`config.mk`:
```
export PLATFORM = sky130hd
export DESIGN_NAME = lmi_core
export DESIGN_NICKNAME = d
export VERILOG_FILES = /design/src/lmi_pkg.sv /design/src/lmi_prog_mem.sv /design/src/lmi_core.sv
export VERILOG_INCLUDE_DIRS = /design/src
export SDC_FILE = /design/constraint.sdc
export NUM_CORES = 2
export LEC_CHECK = 0
export BUFFER_PORTS_ARGS = -buffer_cell sky130_fd_sc_hd__buf_2
export CAP_MARGIN = 15
export CORE_MARGIN = 2
export CORE_UTILIZATION = 55
export CTS_BUF_LIST = sky130_fd_sc_hd__clkbuf_16
export DETAILED_ROUTE_END_ITERATION = 10
export HOLD_SLACK_MARGIN = 0.15
export PLACE_DENSITY = 0.71
export SYNTH_ARGS = -nofsm -noshare
export SYNTH_HDL_FRONTEND = slang
export SYNTH_SLANG_ARGS = --single-unit
```
`constraint.sdc`:
```
create_clock -name i_clock -period 4.1 [get_ports i_clock]
set_input_delay 0 -clock i_clock [delete_from_list [all_inputs] [get_ports i_clock]]
set_output_delay 0 -clock i_clock [all_outputs]
set_load 0.05 [all_outputs]
```
`src/lmi_map.svh`:
```
// offsets, field positions, reset values and timing counts of the laser mode interlock
`ifndef LMI_MAP_SVH
`define LMI_MAP_SVH

// clock rate and documented times
`define LMI_CLK_KHZ          40000
`define LMI_GUIDE_DELAY_MS   10
`define LMI_PROG_TICK_MS     1

// register byte offsets
`define LMI_REG_CONFIG       8'h00
`define LMI_REG_COMMAND      8'h04
`define LMI_REG_STATUS       8'h08
`define LMI_REG_INT_STAT     8'h0C
`define LMI_REG_INT_MASK     8'h10
`define LMI_REG_PROG_ADDR    8'h14
`define LMI_REG_PROG_DATA    8'h18

// config fields
`define LMI_CFG_ANALOG       0
`define LMI_CFG_EXT          1
`define LMI_CFG_PROG_LSB     8
`define LMI_CFG_PCT_LSB      16
`define LMI_CFG_RESET        32'h0000_0000

// command bits, write one to act
`define LMI_CMD_EMIT_ON      0
`define LMI_CMD_EMIT_OFF     1
`define LMI_CMD_GUIDE_ON     2
`define LMI_CMD_GUIDE_OFF    3
`define LMI_CMD_POWER_ON     4
`define LMI_CMD_POWER_OFF    5

// status bits
`define LMI_ST_READY         0
`define LMI_ST_POWER         1
`define LMI_ST_GUIDE         2
`define LMI_ST_EMIT          3
`define LMI_ST_RUNNING       4
`define LMI_ST_REMOTE        5
`define LMI_ST_PROG_MODE     6
`define LMI_ST_ANALOG        7

// interrupt bits
`define LMI_INT_PROG_DONE    0
`define LMI_INT_PROG_ABORT   1
`define LMI_INT_READY        2
`define LMI_INT_GUIDE        3
`define LMI_INT_MASK_RESET   4'h0

// pin vector positions
`define LMI_PIN_REMOTE       0
`define LMI_PIN_EMEN         1
`define LMI_PIN_ISEL         2
`define LMI_PIN_GUIDE        3
`define LMI_PIN_ASEL         4
`define LMI_PIN_MPWR         5
`define LMI_PIN_MOD          6
`define LMI_PIN_KEY          7
`define LMI_PIN_PANEL        8
`define LMI_PIN_PROG_LSB     9

`endif

```
`src/lmi_pkg.sv`:
```
// types of the laser mode interlock
package lmi_pkg;

	typedef enum logic [0:0] {
		RUN_IDLE,
		RUN_ACTIVE
	} lmi_run_t;

	typedef struct packed {
		logic [15:0] sync1;
		logic [15:0] sync2;
		logic [15:0] prev;
		logic        restored;
		logic        cfg_analog;
		logic        cfg_ext;
		logic [6:0]  cfg_prog;
		logic [7:0]  cfg_pct;
		logic        sw_emit;
		logic        sw_guide;
		logic        guide_lit;
		logic [19:0] guide_cnt;
		logic        main_power;
		logic        ready;
		logic        emit;
		logic        analog;
		logic [7:0]  pct;
		lmi_run_t    run;
		logic [7:0]  run_ms;
		logic [15:0] ms_cnt;
		logic [7:0]  run_pct;
		logic        abort_pulse;
		logic [3:0]  int_stat;
		logic [3:0]  int_mask;
		logic        irq;
		logic [31:0] rdata;
		logic [6:0]  prog_addr;
		logic        nv_wr;
		logic [1:0]  nv_data;
	} lmi_state_t;

endpackage

```
`src/lmi_prog_mem.sv`:
```
// stored emission programs: one word per program number
`timescale 1ns/1ps
module lmi_prog_mem (
	input  wire logic        i_clock,   // system clock
	input  wire logic        i_wr,      // write strobe
	input  wire logic [6:0]  i_waddr,   // write program number
	input  wire logic [15:0] i_wdata,   // {power pct, run time ms}
	input  wire logic [6:0]  i_raddr,   // read program number
	output logic      [15:0] o_rdata    // registered read data
);

	logic [15:0] mem [0:127];

	// no reset: contents are loaded by software before use
	always_ff @(posedge i_clock) begin
		if (i_wr) begin
			mem[i_waddr] <= i_wdata;
		end
		o_rdata <= mem[i_raddr];
	end

endmodule

```
`src/lmi_core.sv`:
```
// laser mode interlock: mode select, guide beam, ready gate, program runs
//
// Strobed register access and the placing of the registers are this design's own decisions.
`timescale 1ns/1ps
`include "lmi_map.svh"
module lmi_core #(
	parameter int unsigned GUIDE_DELAY_CYC = `LMI_GUIDE_DELAY_MS * `LMI_CLK_KHZ,
	parameter int unsigned TICK_CYC        = `LMI_PROG_TICK_MS * `LMI_CLK_KHZ
) (
	input  wire logic        i_clock,                  // 40 MHz clock
	input  wire logic        i_rstn,                   // async reset, low
	input  wire logic        i_remote_enable_input,    // pin, remote request
	input  wire logic        i_emission_enable_input,  // pin, emission enable
	input  wire logic        i_internal_select_input,  // pin, internal control
	input  wire logic        i_guide_beam_input,       // pin, guide level
	input  wire logic        i_analog_select_input,    // pin, analog power
	input  wire logic        i_main_power_input,       // pin, main power
	input  wire logic        i_modulation_input,       // pin, modulation
	input  wire logic        i_key_remote,             // pin, key switch at remote
	input  wire logic        i_panel_button,           // pin, front power button
	input  wire logic [6:0]  i_program_select_bus,     // pins, program number
	input  wire logic        i_supply_ok,              // internals ready to lase
	input  wire logic [1:0]  i_nv_data,                // kept selections
	input  wire logic [7:0]  i_addr,                   // register byte address
	input  wire logic [31:0] i_wdata,                  // register write data
	input  wire logic        i_wr,                     // write strobe
	input  wire logic        i_rd,                     // read strobe
	output logic      [31:0] o_rdata,                  // read data, cycle after
	output logic             o_irq,                    // interrupt level
	output logic             o_guide_beam,             // guide beam lit
	output logic             o_ready,                  // ready state
	output logic             o_main_power,             // main power on
	output logic             o_emit,                   // emission gate
	output logic             o_power_analog,           // power from analog input
	output logic      [7:0]  o_power_pct,              // set power percentage
	output logic             o_prog_running,           // program running
	output logic             o_prog_abnormal,          // abnormal end pulse
	output logic             o_nv_wr,                  // store selections pulse
	output logic      [1:0]  o_nv_data                 // selections to store
);

	lmi_pkg::lmi_state_t s_r;
	lmi_pkg::lmi_state_t s_nxt;

	localparam logic [19:0] GUIDE_LAST = 20'(GUIDE_DELAY_CYC - 1);
	localparam logic [15:0] TICK_LAST  = 16'(TICK_CYC - 1);

	logic [15:0] pins;
	logic [15:0] rise;
	logic [15:0] fall;
	logic [15:0] mem_rdata;
	logic        mem_wr;
	logic        remote;
	logic        ext_mode;
	logic        prog_mode;
	logic [6:0]  prog_num;
	logic        cmd_wr;
	logic        cfg_wr;
	logic [31:0] status;

	// pins gathered into one vector for the synchroniser
	assign pins = {i_program_select_bus, i_panel_button, i_key_remote,
		i_modulation_input, i_main_power_input, i_analog_select_input,
		i_guide_beam_input, i_internal_select_input, i_emission_enable_input,
		i_remote_enable_input};

	// edges only from the second stage onward, never the first
	assign rise = s_r.sync2 & ~s_r.prev;
	assign fall = ~s_r.sync2 & s_r.prev;

	// mode decode from synchronised levels
	assign remote    = s_r.sync2[`LMI_PIN_KEY] & s_r.sync2[`LMI_PIN_REMOTE];
	assign prog_num  = remote ? s_r.sync2[`LMI_PIN_PROG_LSB +: 7] : s_r.cfg_prog;
	assign prog_mode = (prog_num != 7'h0);
	assign ext_mode  = remote ? ~s_r.sync2[`LMI_PIN_ISEL] : s_r.cfg_ext;

	// register strobes
	assign cmd_wr = i_wr && (i_addr == `LMI_REG_COMMAND);
	assign cfg_wr = i_wr && (i_addr == `LMI_REG_CONFIG);
	assign mem_wr = i_wr && (i_addr == `LMI_REG_PROG_DATA);

	// status word
	always_comb begin
		status = 32'h0000_0000;
		status[`LMI_ST_READY]     = s_r.ready;
		status[`LMI_ST_POWER]     = s_r.main_power;
		status[`LMI_ST_GUIDE]     = s_r.guide_lit;
		status[`LMI_ST_EMIT]      = s_r.emit;
		status[`LMI_ST_RUNNING]   = (s_r.run == lmi_pkg::RUN_ACTIVE);
		status[`LMI_ST_REMOTE]    = remote;
		status[`LMI_ST_PROG_MODE] = prog_mode;
		status[`LMI_ST_ANALOG]    = s_r.analog;
	end

	// program store, read port follows the selected program number
	lmi_prog_mem u_mem (
		.i_clock (i_clock),
		.i_wr    (mem_wr),
		.i_waddr (s_r.prog_addr),
		.i_wdata (i_wdata[15:0]),
		.i_raddr (prog_num),
		.o_rdata (mem_rdata)
	);

	// next state
	always_comb begin
		logic       guide_want;
		logic       start;
		logic       stop;
		logic       done;
		logic       abort;
		logic       can_emit;
		logic [3:0] ev;
		guide_want = 1'b0;
		start      = 1'b0;
		stop       = 1'b0;
		done       = 1'b0;
		abort      = 1'b0;
		can_emit   = 1'b0;
		ev         = 4'h0;
		s_nxt      = s_r;

		// two-stage synchroniser then edge history
		s_nxt.sync1 = pins;
		s_nxt.sync2 = s_r.sync1;
		s_nxt.prev  = s_r.sync2;
		s_nxt.abort_pulse = 1'b0;
		s_nxt.nv_wr = 1'b0;

		// kept selections come back once after reset release
		if (!s_r.restored) begin
			s_nxt.restored   = 1'b1;
			s_nxt.cfg_analog = i_nv_data[0];
			s_nxt.cfg_ext    = i_nv_data[1];
		end else if (cfg_wr) begin
			s_nxt.cfg_analog = i_wdata[`LMI_CFG_ANALOG];
			s_nxt.cfg_ext    = i_wdata[`LMI_CFG_EXT];
			s_nxt.cfg_prog   = i_wdata[`LMI_CFG_PROG_LSB +: 7];
			s_nxt.cfg_pct    = i_wdata[`LMI_CFG_PCT_LSB +: 8];
			// only a real change costs a nonvolatile write
			if ((i_wdata[`LMI_CFG_ANALOG] != s_r.cfg_analog) ||
				(i_wdata[`LMI_CFG_EXT] != s_r.cfg_ext)) begin
				s_nxt.nv_wr   = 1'b1;
				s_nxt.nv_data = {i_wdata[`LMI_CFG_EXT], i_wdata[`LMI_CFG_ANALOG]};
			end
		end

		// software guide commands, off wins if both written
		if (cmd_wr && i_wdata[`LMI_CMD_GUIDE_ON]) begin
			s_nxt.sw_guide = 1'b1;
		end
		if (cmd_wr && i_wdata[`LMI_CMD_GUIDE_OFF]) begin
			s_nxt.sw_guide = 1'b0;
		end

		// guide source: pin only in remote with internal select low
		if (remote && !s_r.sync2[`LMI_PIN_ISEL]) begin
			guide_want = s_r.sync2[`LMI_PIN_GUIDE];
		end else begin
			guide_want = s_r.sw_guide;
		end

		// guide module latency: change lands after the full delay
		if (guide_want == s_r.guide_lit) begin
			s_nxt.guide_cnt = 20'h0_0000;
		end else if (s_r.guide_cnt == GUIDE_LAST) begin
			s_nxt.guide_cnt = 20'h0_0000;
			s_nxt.guide_lit = guide_want;
			ev[`LMI_INT_GUIDE] = 1'b1;
		end else begin
			s_nxt.guide_cnt = s_r.guide_cnt + 20'h0_0001;
		end

		// main power: remote pin, panel button or software
		if (remote && rise[`LMI_PIN_MPWR]) begin
			s_nxt.main_power = 1'b1;
		end
		if (rise[`LMI_PIN_PANEL]) begin
			s_nxt.main_power = 1'b1;
		end
		if (cmd_wr && i_wdata[`LMI_CMD_POWER_ON]) begin
			s_nxt.main_power = 1'b1;
		end
		if (remote && fall[`LMI_PIN_MPWR]) begin
			s_nxt.main_power = 1'b0;
		end
		if (cmd_wr && i_wdata[`LMI_CMD_POWER_OFF]) begin
			s_nxt.main_power = 1'b0;
		end

		// ready held off while the guide beam is lit
		s_nxt.ready = s_r.main_power && i_supply_ok &&
			(s_r.ready || !s_r.guide_lit);
		if (s_nxt.ready && !s_r.ready) begin
			ev[`LMI_INT_READY] = 1'b1;
		end

		// software emission latch, dropped when not ready
		if (cmd_wr && i_wdata[`LMI_CMD_EMIT_ON]) begin
			s_nxt.sw_emit = 1'b1;
		end
		if ((cmd_wr && i_wdata[`LMI_CMD_EMIT_OFF]) || !s_r.ready) begin
			s_nxt.sw_emit = 1'b0;
		end

		// program start and stop sources per mode
		if (remote) begin
			start = rise[`LMI_PIN_EMEN];
			stop  = !s_r.sync2[`LMI_PIN_EMEN];
		end else if (ext_mode) begin
			start = rise[`LMI_PIN_MOD];
			stop  = fall[`LMI_PIN_MOD];
		end else begin
			start = cmd_wr && i_wdata[`LMI_CMD_EMIT_ON];
			stop  = cmd_wr && i_wdata[`LMI_CMD_EMIT_OFF];
		end

		// program run: whole ms ticks of the stored run time
		case (s_r.run)
			lmi_pkg::RUN_IDLE: begin
				if (start && prog_mode && s_r.ready) begin
					s_nxt.run     = lmi_pkg::RUN_ACTIVE;
					s_nxt.run_ms  = mem_rdata[7:0];
					s_nxt.run_pct = mem_rdata[15:8];
					s_nxt.ms_cnt  = 16'h0000;
				end
			end
			lmi_pkg::RUN_ACTIVE: begin
				// an early stop is reported as an abnormal end
				if (stop || !s_r.ready || !prog_mode) begin
					abort = 1'b1;
				end else if (s_r.ms_cnt == TICK_LAST) begin
					s_nxt.ms_cnt = 16'h0000;
					if (s_r.run_ms <= 8'h01) begin
						done = 1'b1;
					end else begin
						s_nxt.run_ms = s_r.run_ms - 8'h01;
					end
				end else begin
					s_nxt.ms_cnt = s_r.ms_cnt + 16'h0001;
				end
				if (abort || done) begin
					s_nxt.run = lmi_pkg::RUN_IDLE;
				end
			end
			default: begin
				s_nxt.run = lmi_pkg::RUN_IDLE;
			end
		endcase
		s_nxt.abort_pulse = abort;
		ev[`LMI_INT_PROG_DONE]  = done;
		ev[`LMI_INT_PROG_ABORT] = abort;

		// emission gate per mode, never without ready
		if (prog_mode) begin
			can_emit = (s_nxt.run == lmi_pkg::RUN_ACTIVE);
		end else if (remote && ext_mode) begin
			can_emit = s_r.sync2[`LMI_PIN_MOD] && s_r.sync2[`LMI_PIN_EMEN];
		end else if (ext_mode) begin
			can_emit = s_r.sync2[`LMI_PIN_MOD];
		end else begin
			can_emit = s_nxt.sw_emit;
		end
		s_nxt.emit = can_emit && s_r.ready;

		// power source: analog pin in remote, kept selection in local, set power from the program while one runs
		s_nxt.analog = remote ? s_r.sync2[`LMI_PIN_ASEL] : s_r.cfg_analog;
		if (prog_mode && (s_nxt.run == lmi_pkg::RUN_ACTIVE)) begin
			s_nxt.analog = 1'b0;
			s_nxt.pct    = s_nxt.run_pct;
		end else begin
			s_nxt.pct    = s_r.cfg_pct;
		end

		// program store address
		if (i_wr && (i_addr == `LMI_REG_PROG_ADDR)) begin
			s_nxt.prog_addr = i_wdata[6:0];
		end

		// sticky events: a new event beats a same-cycle clear
		if (i_wr && (i_addr == `LMI_REG_INT_STAT)) begin
			s_nxt.int_stat = s_r.int_stat & ~i_wdata[3:0];
		end
		s_nxt.int_stat = s_nxt.int_stat | ev;
		if (i_wr && (i_addr == `LMI_REG_INT_MASK)) begin
			s_nxt.int_mask = i_wdata[3:0];
		end
		s_nxt.irq = |(s_nxt.int_stat & s_nxt.int_mask);

		// read data stand only in the cycle after the strobe
		s_nxt.rdata = 32'h0000_0000;
		if (i_rd) begin
			case (i_addr)
				`LMI_REG_CONFIG: begin
					s_nxt.rdata[`LMI_CFG_ANALOG] = s_r.cfg_analog;
					s_nxt.rdata[`LMI_CFG_EXT]    = s_r.cfg_ext;
					s_nxt.rdata[`LMI_CFG_PROG_LSB +: 7] = s_r.cfg_prog;
					s_nxt.rdata[`LMI_CFG_PCT_LSB +: 8]  = s_r.cfg_pct;
				end
				`LMI_REG_STATUS: begin
					s_nxt.rdata = status;
				end
				`LMI_REG_INT_STAT: begin
					s_nxt.rdata[3:0] = s_r.int_stat;
				end
				`LMI_REG_INT_MASK: begin
					s_nxt.rdata[3:0] = s_r.int_mask;
				end
				`LMI_REG_PROG_ADDR: begin
					s_nxt.rdata[6:0] = s_r.prog_addr;
				end
				default: begin
					s_nxt.rdata = 32'h0000_0000;
				end
			endcase
		end
	end

	// state register, constants only under reset
	always_ff @(posedge i_clock or negedge i_rstn) begin
		if (!i_rstn) begin
			s_r           <= '0;
			s_r.run       <= lmi_pkg::RUN_IDLE;
			s_r.cfg_prog  <= 7'(`LMI_CFG_RESET >> `LMI_CFG_PROG_LSB);
			s_r.int_mask  <= `LMI_INT_MASK_RESET;
		end else begin
			s_r <= s_nxt;
		end
	end

	// outputs straight from the state register
	assign o_rdata         = s_r.rdata;
	assign o_irq           = s_r.irq;
	assign o_guide_beam    = s_r.guide_lit;
	assign o_ready         = s_r.ready;
	assign o_main_power    = s_r.main_power;
	assign o_emit          = s_r.emit;
	assign o_power_analog  = s_r.analog;
	assign o_power_pct     = s_r.pct;
	assign o_prog_running  = (s_r.run == lmi_pkg::RUN_ACTIVE);
	assign o_prog_abnormal = s_r.abort_pulse;
	assign o_nv_wr         = s_r.nv_wr;
	assign o_nv_data       = s_r.nv_data;

endmodule

```
# Word-level counts from Yosys, hierarchy flattened
# Memories as Yosys holds them, arrays and structs flattened. A register that Yosys moved wholly into a read port is not among the register bits.
# Cells that the tools add are included.
# Widths: inputs -> output; s select.
# word_totals
reg_bits	179
mem_bits_rw	2048
input_bits	63
out_inout_bits	51
wordCells	166
n_memories	1
# memory_table
memory	depth	width	read_ports	rd_ports_with_merged_regs	wr	line_no	rtl
u_mem.mem	128	16	1	1	1	lmi_prog_mem.sv:12	logic [15:0] mem [0:127];
# classes
add_sub_neg	3
order_cmp	1
eq_ne	16
n_mux	59
n_bitwise	12
reduce_logical	45
# op_table
operator	n
$pmux 25 s2	1
$mux 24	2
$mux 20	2
$mux 8	5
$mux 1	35
$mux 33	1
$eq 8x5->1 const B	3
$logic_and 1x1->1	24
$add 20x1->20 const B	1
$eq 20x19->1 const B	1
$mux 17	1
$add 16x1->16 const B	1
$eq 16x16->1 const B	1
$eq 8x4->1 const B	2
$mux 16	1
$mux 7	2
$pmux 2 s5	1
$and 9x9->9	1
$mux 3	3
$not 9->9	1
$and 4x4->4	2
$eq 8x3->1 const B	1
$le 8x1->1 const B	1
$logic_not 8->1	1
24 further kinds	42

# Longest topological paths before layout
# depth
ltp_word	14
ltp_mapped	15
ltp_nobuf	8

# Modules after synthesis
# Synthesis repeated with hierarchy kept, for this count alone.
# unflattened
hier_cells	3745
area_unflattened_um2	85783.5
# by_module_without_submodules
module	n_inst	cells_each	area_per_inst_um2	seq_area_each_um2
lmi_prog_mem	1	3086	78522.8	61819.3
lmi_core	1	659	7260.7	4129.0

# Worst setup path before layout
# Ideal clock, no wire load.
# synth_path
path_kind	reg-to-reg
start	reg s_r (netlist bit s_nxt[145])
end	reg s_r (netlist bit o_power_pct[0])
setup_time_ns	0.125
arrival_time_ns	2.436
t_required_ns	3.975
path_slack_ns	1.539
path_stages_with_launch	10
path_buffers	3
synth_period_minus_slack_ns	2.561
cell_sequence	dfrtp_1 > buf_6 > a211o_1 > o31a_2 > or4_4 > nor4b_2 > buf_6 > a21o_2 > buf_6 > mux2_4
# synth_rtl
element	line_no	rtl
from (decl)	lmi_core.sv:42	lmi_pkg::lmi_state_t s_r;
from (signal assigned)	lmi_core.sv:327	s_r <= s_nxt;

# Worst setup path after layout
# layout_path
start	reg s_r (netlist bit s_nxt[145])
end	reg u_mem.o_rdata[5] (read register of u_mem.mem)
# layout_between
elab_chain_cells	2
# layout_rtl
element	line_no	rtl
$and 1x1->1	lmi_core.sv:72	assign remote = s_r.sync2[`LMI_PIN_KEY] & s_r.sync2[`LMI_PIN_REMOTE];
$mux 7	lmi_core.sv:73	assign prog_num = remote ? s_r.sync2[`LMI_PIN_PROG_LSB +: 7] : s_r.cfg_prog;
to (decl)	lmi_prog_mem.sv:9	output logic [15:0] o_rdata
# Every way passes these cells.
# A chain may end at the register's enable or synchronous reset.

==> impl_metrics.yaml <==
floorplan:
  core-area_um2: 156400
  die-area_um2: 160900
  die_h_um: 401.2
  die_x_um: 401.2
  ios: 114
  placementRows: 145
  initial_core_util: 0.5548
route:
  drc: 0
  vias: 53790
  first_iter_violations: 9191
  wirelength_mm: 248.4
  vias_per_cell: 6.438
  ant_nets: 0
  routedWlPerCell_um: 29.73
  dr.pass1.iters: 6
clock_network:
  cts.clk_slew.worst_paths_ns: 0.07
  cts.path.max_buffers: 3
  clock_latency_ns: 0.86
  cts_tree: "done"
  h-tree-depth: 4
  clkSinkCount: 2229
  cts_buffers: 210
  root_buffer: "clkbuf_16"
cells_and_area:
  stdcell_area_um2: 99370
  seqCellArea_um2: 65950
  multi_input_area_um2: 19220
  nets: 6178
  area_growth_pct: 14.53
  layout-drive-gt1-share: 0.1639
  fillers: 10750
synth:
  synth_enable_flop_cells: 2048
  yosys_warnings: 0
  postSynthCellCount: 5671
  ys_seq_area_frac: 0.7601
  synth.top_cell.area_share: 0.7088
  synth-seq-cells: 2229
  synth_ff_type: "edfxtp_1"
  ys_async_sr_fraction: 0.07402
  yosysTopAreaCell: "edfxtp_1"
  ys_types: 80
  syn_area_um2: 86760
  synthTopCellsByArea: "edfxtp_1 71%, nand2_1 5.5%, dfrtp_1 4.8%"
  avgSynthCellArea_um2: 15.30
sta:
  setup_violations: 1
  hold_viol_final: 0
  hold_slack_ns: 0.1890
  fmax_mhz: 243.0
  slew_viol_final: 0
  fin_ws_ns: -0.01496
  tightest_slew_ns: 1.195
  rsz0062_at_grt: "false"
  relSlewSlack: 0.2033
  fin_crit_ns: 4.115
  fin_skew_ns: 0.05227
  period_share: 1.004
power_and_ir_drop:
  power_density_nw_per_um2: 464.0
  vdd.ir_drop.worst_v: 0.0003738
  power_frac_clock: 0.402
  p_switching_mw: 10.27
  seq_power_share: 0.545
  p_int_mw: 35.84
  p_comb_frac: 0.053
  p_leak_nw: 34.15
  swShare: 0.2228
critical_path:
  endpoint_kind: "flop"
  start_kind: "flop"
  cp_max_fo: 12
  cp_data_arrival_time_ns: 4.85
  path_class: "flop to flop"
  r2r_cells: 9
  required_ns: 4.83
global_route:
  antenna_found_initial: 14
  grt_pass1_wl_mm: 357.1
  grt_usage: 0.3064
  overflow: 0
  grt_max_degree: 134
  grt_pass1_vias: 51300
placed_design:
  place_area_um2: 91680
  gp_congestion: 0.9196
  pre_cts_ws_ns: 0.1398
  place_hpwl_mm: 152.1
  portBuffers: 96
run_status:
  status: "complete, but fails checks"
  violations: "negative setup slack"
hold_path:
  hp-class: "primary input to asynchronous set/reset pin"
job:
  maxCapViolCount: 0
registers in the layout (all words and copies together) (netlist names), 2 cells and up:
| name | cells |
|---|---|
| o_nv_data | 2 |
| o_power_pct | 8 |
| o_rdata | 23 |
| s_nxt | 32 |
| s_r | 91 |
| u_mem.mem | 2048 |
| u_mem.o_rdata | 16 |
power by group through the flow:
stage                     Combinational [mW]  Clock (mW)  Sequential (mW)
final                                   2.44        18.6             25.1
after CTS                               2.38        18.7             25.1
after global placement                  2.25           0             25.6
after floorplan                         1.11           0             25.5
after detailed placement                2.29           0             25.6
after global routing                    2.55        19.5             25.1
per-layer routing:
layer  GRT usage  vias up  wire length (um)
li1            -    22500                 -
met1      0.4250    26960             91310
met2      0.4623     3693            113500
met3     0.07791      615             31670
met4      0.1369       12             11790
met5           0        -                80
path summary, 6_finish.rpt:
kind	slack, ns	startpoint	to
worst min register to register	0.35	s_nxt[167]$_DFF_PN0_	s_nxt[151]$_DFF_PN0_
worst max-delay path	-0.01	s_nxt[145]$_DFF_PN0_	u_mem.o_rdata[5]$_DFF_P_
max in group asynchronous	2.93	i_rstn	s_nxt[167]$_DFF_PN0_
min in group i_clock	0.20	i_addr[2]	o_rdata[7]$_DFF_PN0_
worst min-delay path	0.19	i_rstn	o_rdata[22]$_DFF_PN0_
worst max register to register	-0.01	s_nxt[145]$_DFF_PN0_	u_mem.o_rdata[5]$_DFF_P_
cell usage in the layout (no fill, tap or decap), drive strengths merged, types with 45 or more instances in the layout:
master / synthesis / layout
nand4: 110 / 110
nand3: 389 / 389
dfrtp: 165 / 165
a21oi: 135 / 135
buf: 177 / 480
o21ai: 47 / 47
mux4: 170 / 170
inv: 13 / 79
a31oi: 128 / 128
mux2: 45 / 45
mux2i: 97 / 97
nor2: 218 / 218
a32oi: 94 / 94
a22oi: 56 / 56
nand2: 1268 / 1268
clkinv: 0 / 94
edfxtp: 2048 / 2048
dlygate4sd3: 0 / 105
clkbuf: 188 / 215
critical path, stage by stage (launching register included):
cell and delay [ns]:
dfrtp_1 0.58, nand2_2 0.25, buf_4 0.28, mux2i_4 0.28, nand2_1 0.54, a21oi_1 0.13
a2111oi_0 0.89, a32o_1 0.47, o2111ai_1 0.33, o31a_1 0.22
logic make-up (layout without fill, tap and decap cells):
family,Yosys count,count (layout),share of synthesized area
other cells,2,14,0.00008656
mux,312,312,0.06150
xor+xnor,22,22,0.002221
fa+ha+maj,4,4,0.0005769
buf+inv,378,991,0.02121
flops,2229,2229,0.7601
compound gates,615,615,0.04972
simple gates,2109,2109,0.1046
what timing repair did:
item / in CTS / in global routing
endpoints found under the hold margin: 1837 / 0
gates resized for setup: 0 / 3
hold buffers: 106 / 0
buffers inserted: 0 / 0
endpoints found under the setup margin: 0 / 3
area by class of cell:
type / instances / share of cell area
multi-input combinational: 3072 / 0.1934
clock inverter: 178 / 0.01209
antenna: 4 / 0.0001007
clock buffer: 215 / 0.05414
tap: 2058 / 0.02591
inverter: 13 / 0.0004911
timing repair buffer: 585 / 0.05018
sequential: 2229 / 0.6637
synthesized netlist by cell type, types with 5 or more instances:
cell       number
o22ai_1         8
o32a_1          8
dfxtp_1        16
a31oi_1       128
nor2b_1        15
a2111oi_0      42
a222oi_1        5
o2111ai_1      25
nand2_1      1267
inv_1          13
mux2_2         37
a21oi_1       133
buf_4          60
edfxtp_1     2048
mux2i_1        97
clkbuf_1      186
and3_1         35
nor2_1        217
nand4b_1        5
nand3b_1        5
o21ai_0        40
o31ai_1         7
buf_1          21
xor2_1         12
a221oi_1        5
nor3_1         16
a211oi_1        7
a22o_1         10
nor3b_1         5
mux4_2        170
mux2_4          8
a32o_1          9
or3_1           6
buf_2          87
o21ai_1         6
dfrtp_1       165
a22oi_1        56
nand4_1       110
a32oi_1        94
nand3_1       389
and2_1         13
xnor2_1        10
buf_6           9
through the flow:
| stage | setup TNS [ns] | util | total power [mW] | instances |
|---|---|---|---|---|
| detailed placement | 0 | 0.5862 | 27.87 | 7850 |
| global route | 0 | 0.6353 | 47.18 | 8350 |
| floorplan | 0 | - | 26.63 | 5679 |
| CTS | 0 | 0.6352 | 46.14 | 8349 |
| finish | -0.01496 | 0.6354 | 46.11 | 8354 |
| global placement | 0 | 0.5862 | 27.82 | 7849 |
No activity file was read; power rests on OpenSTA's default activity.
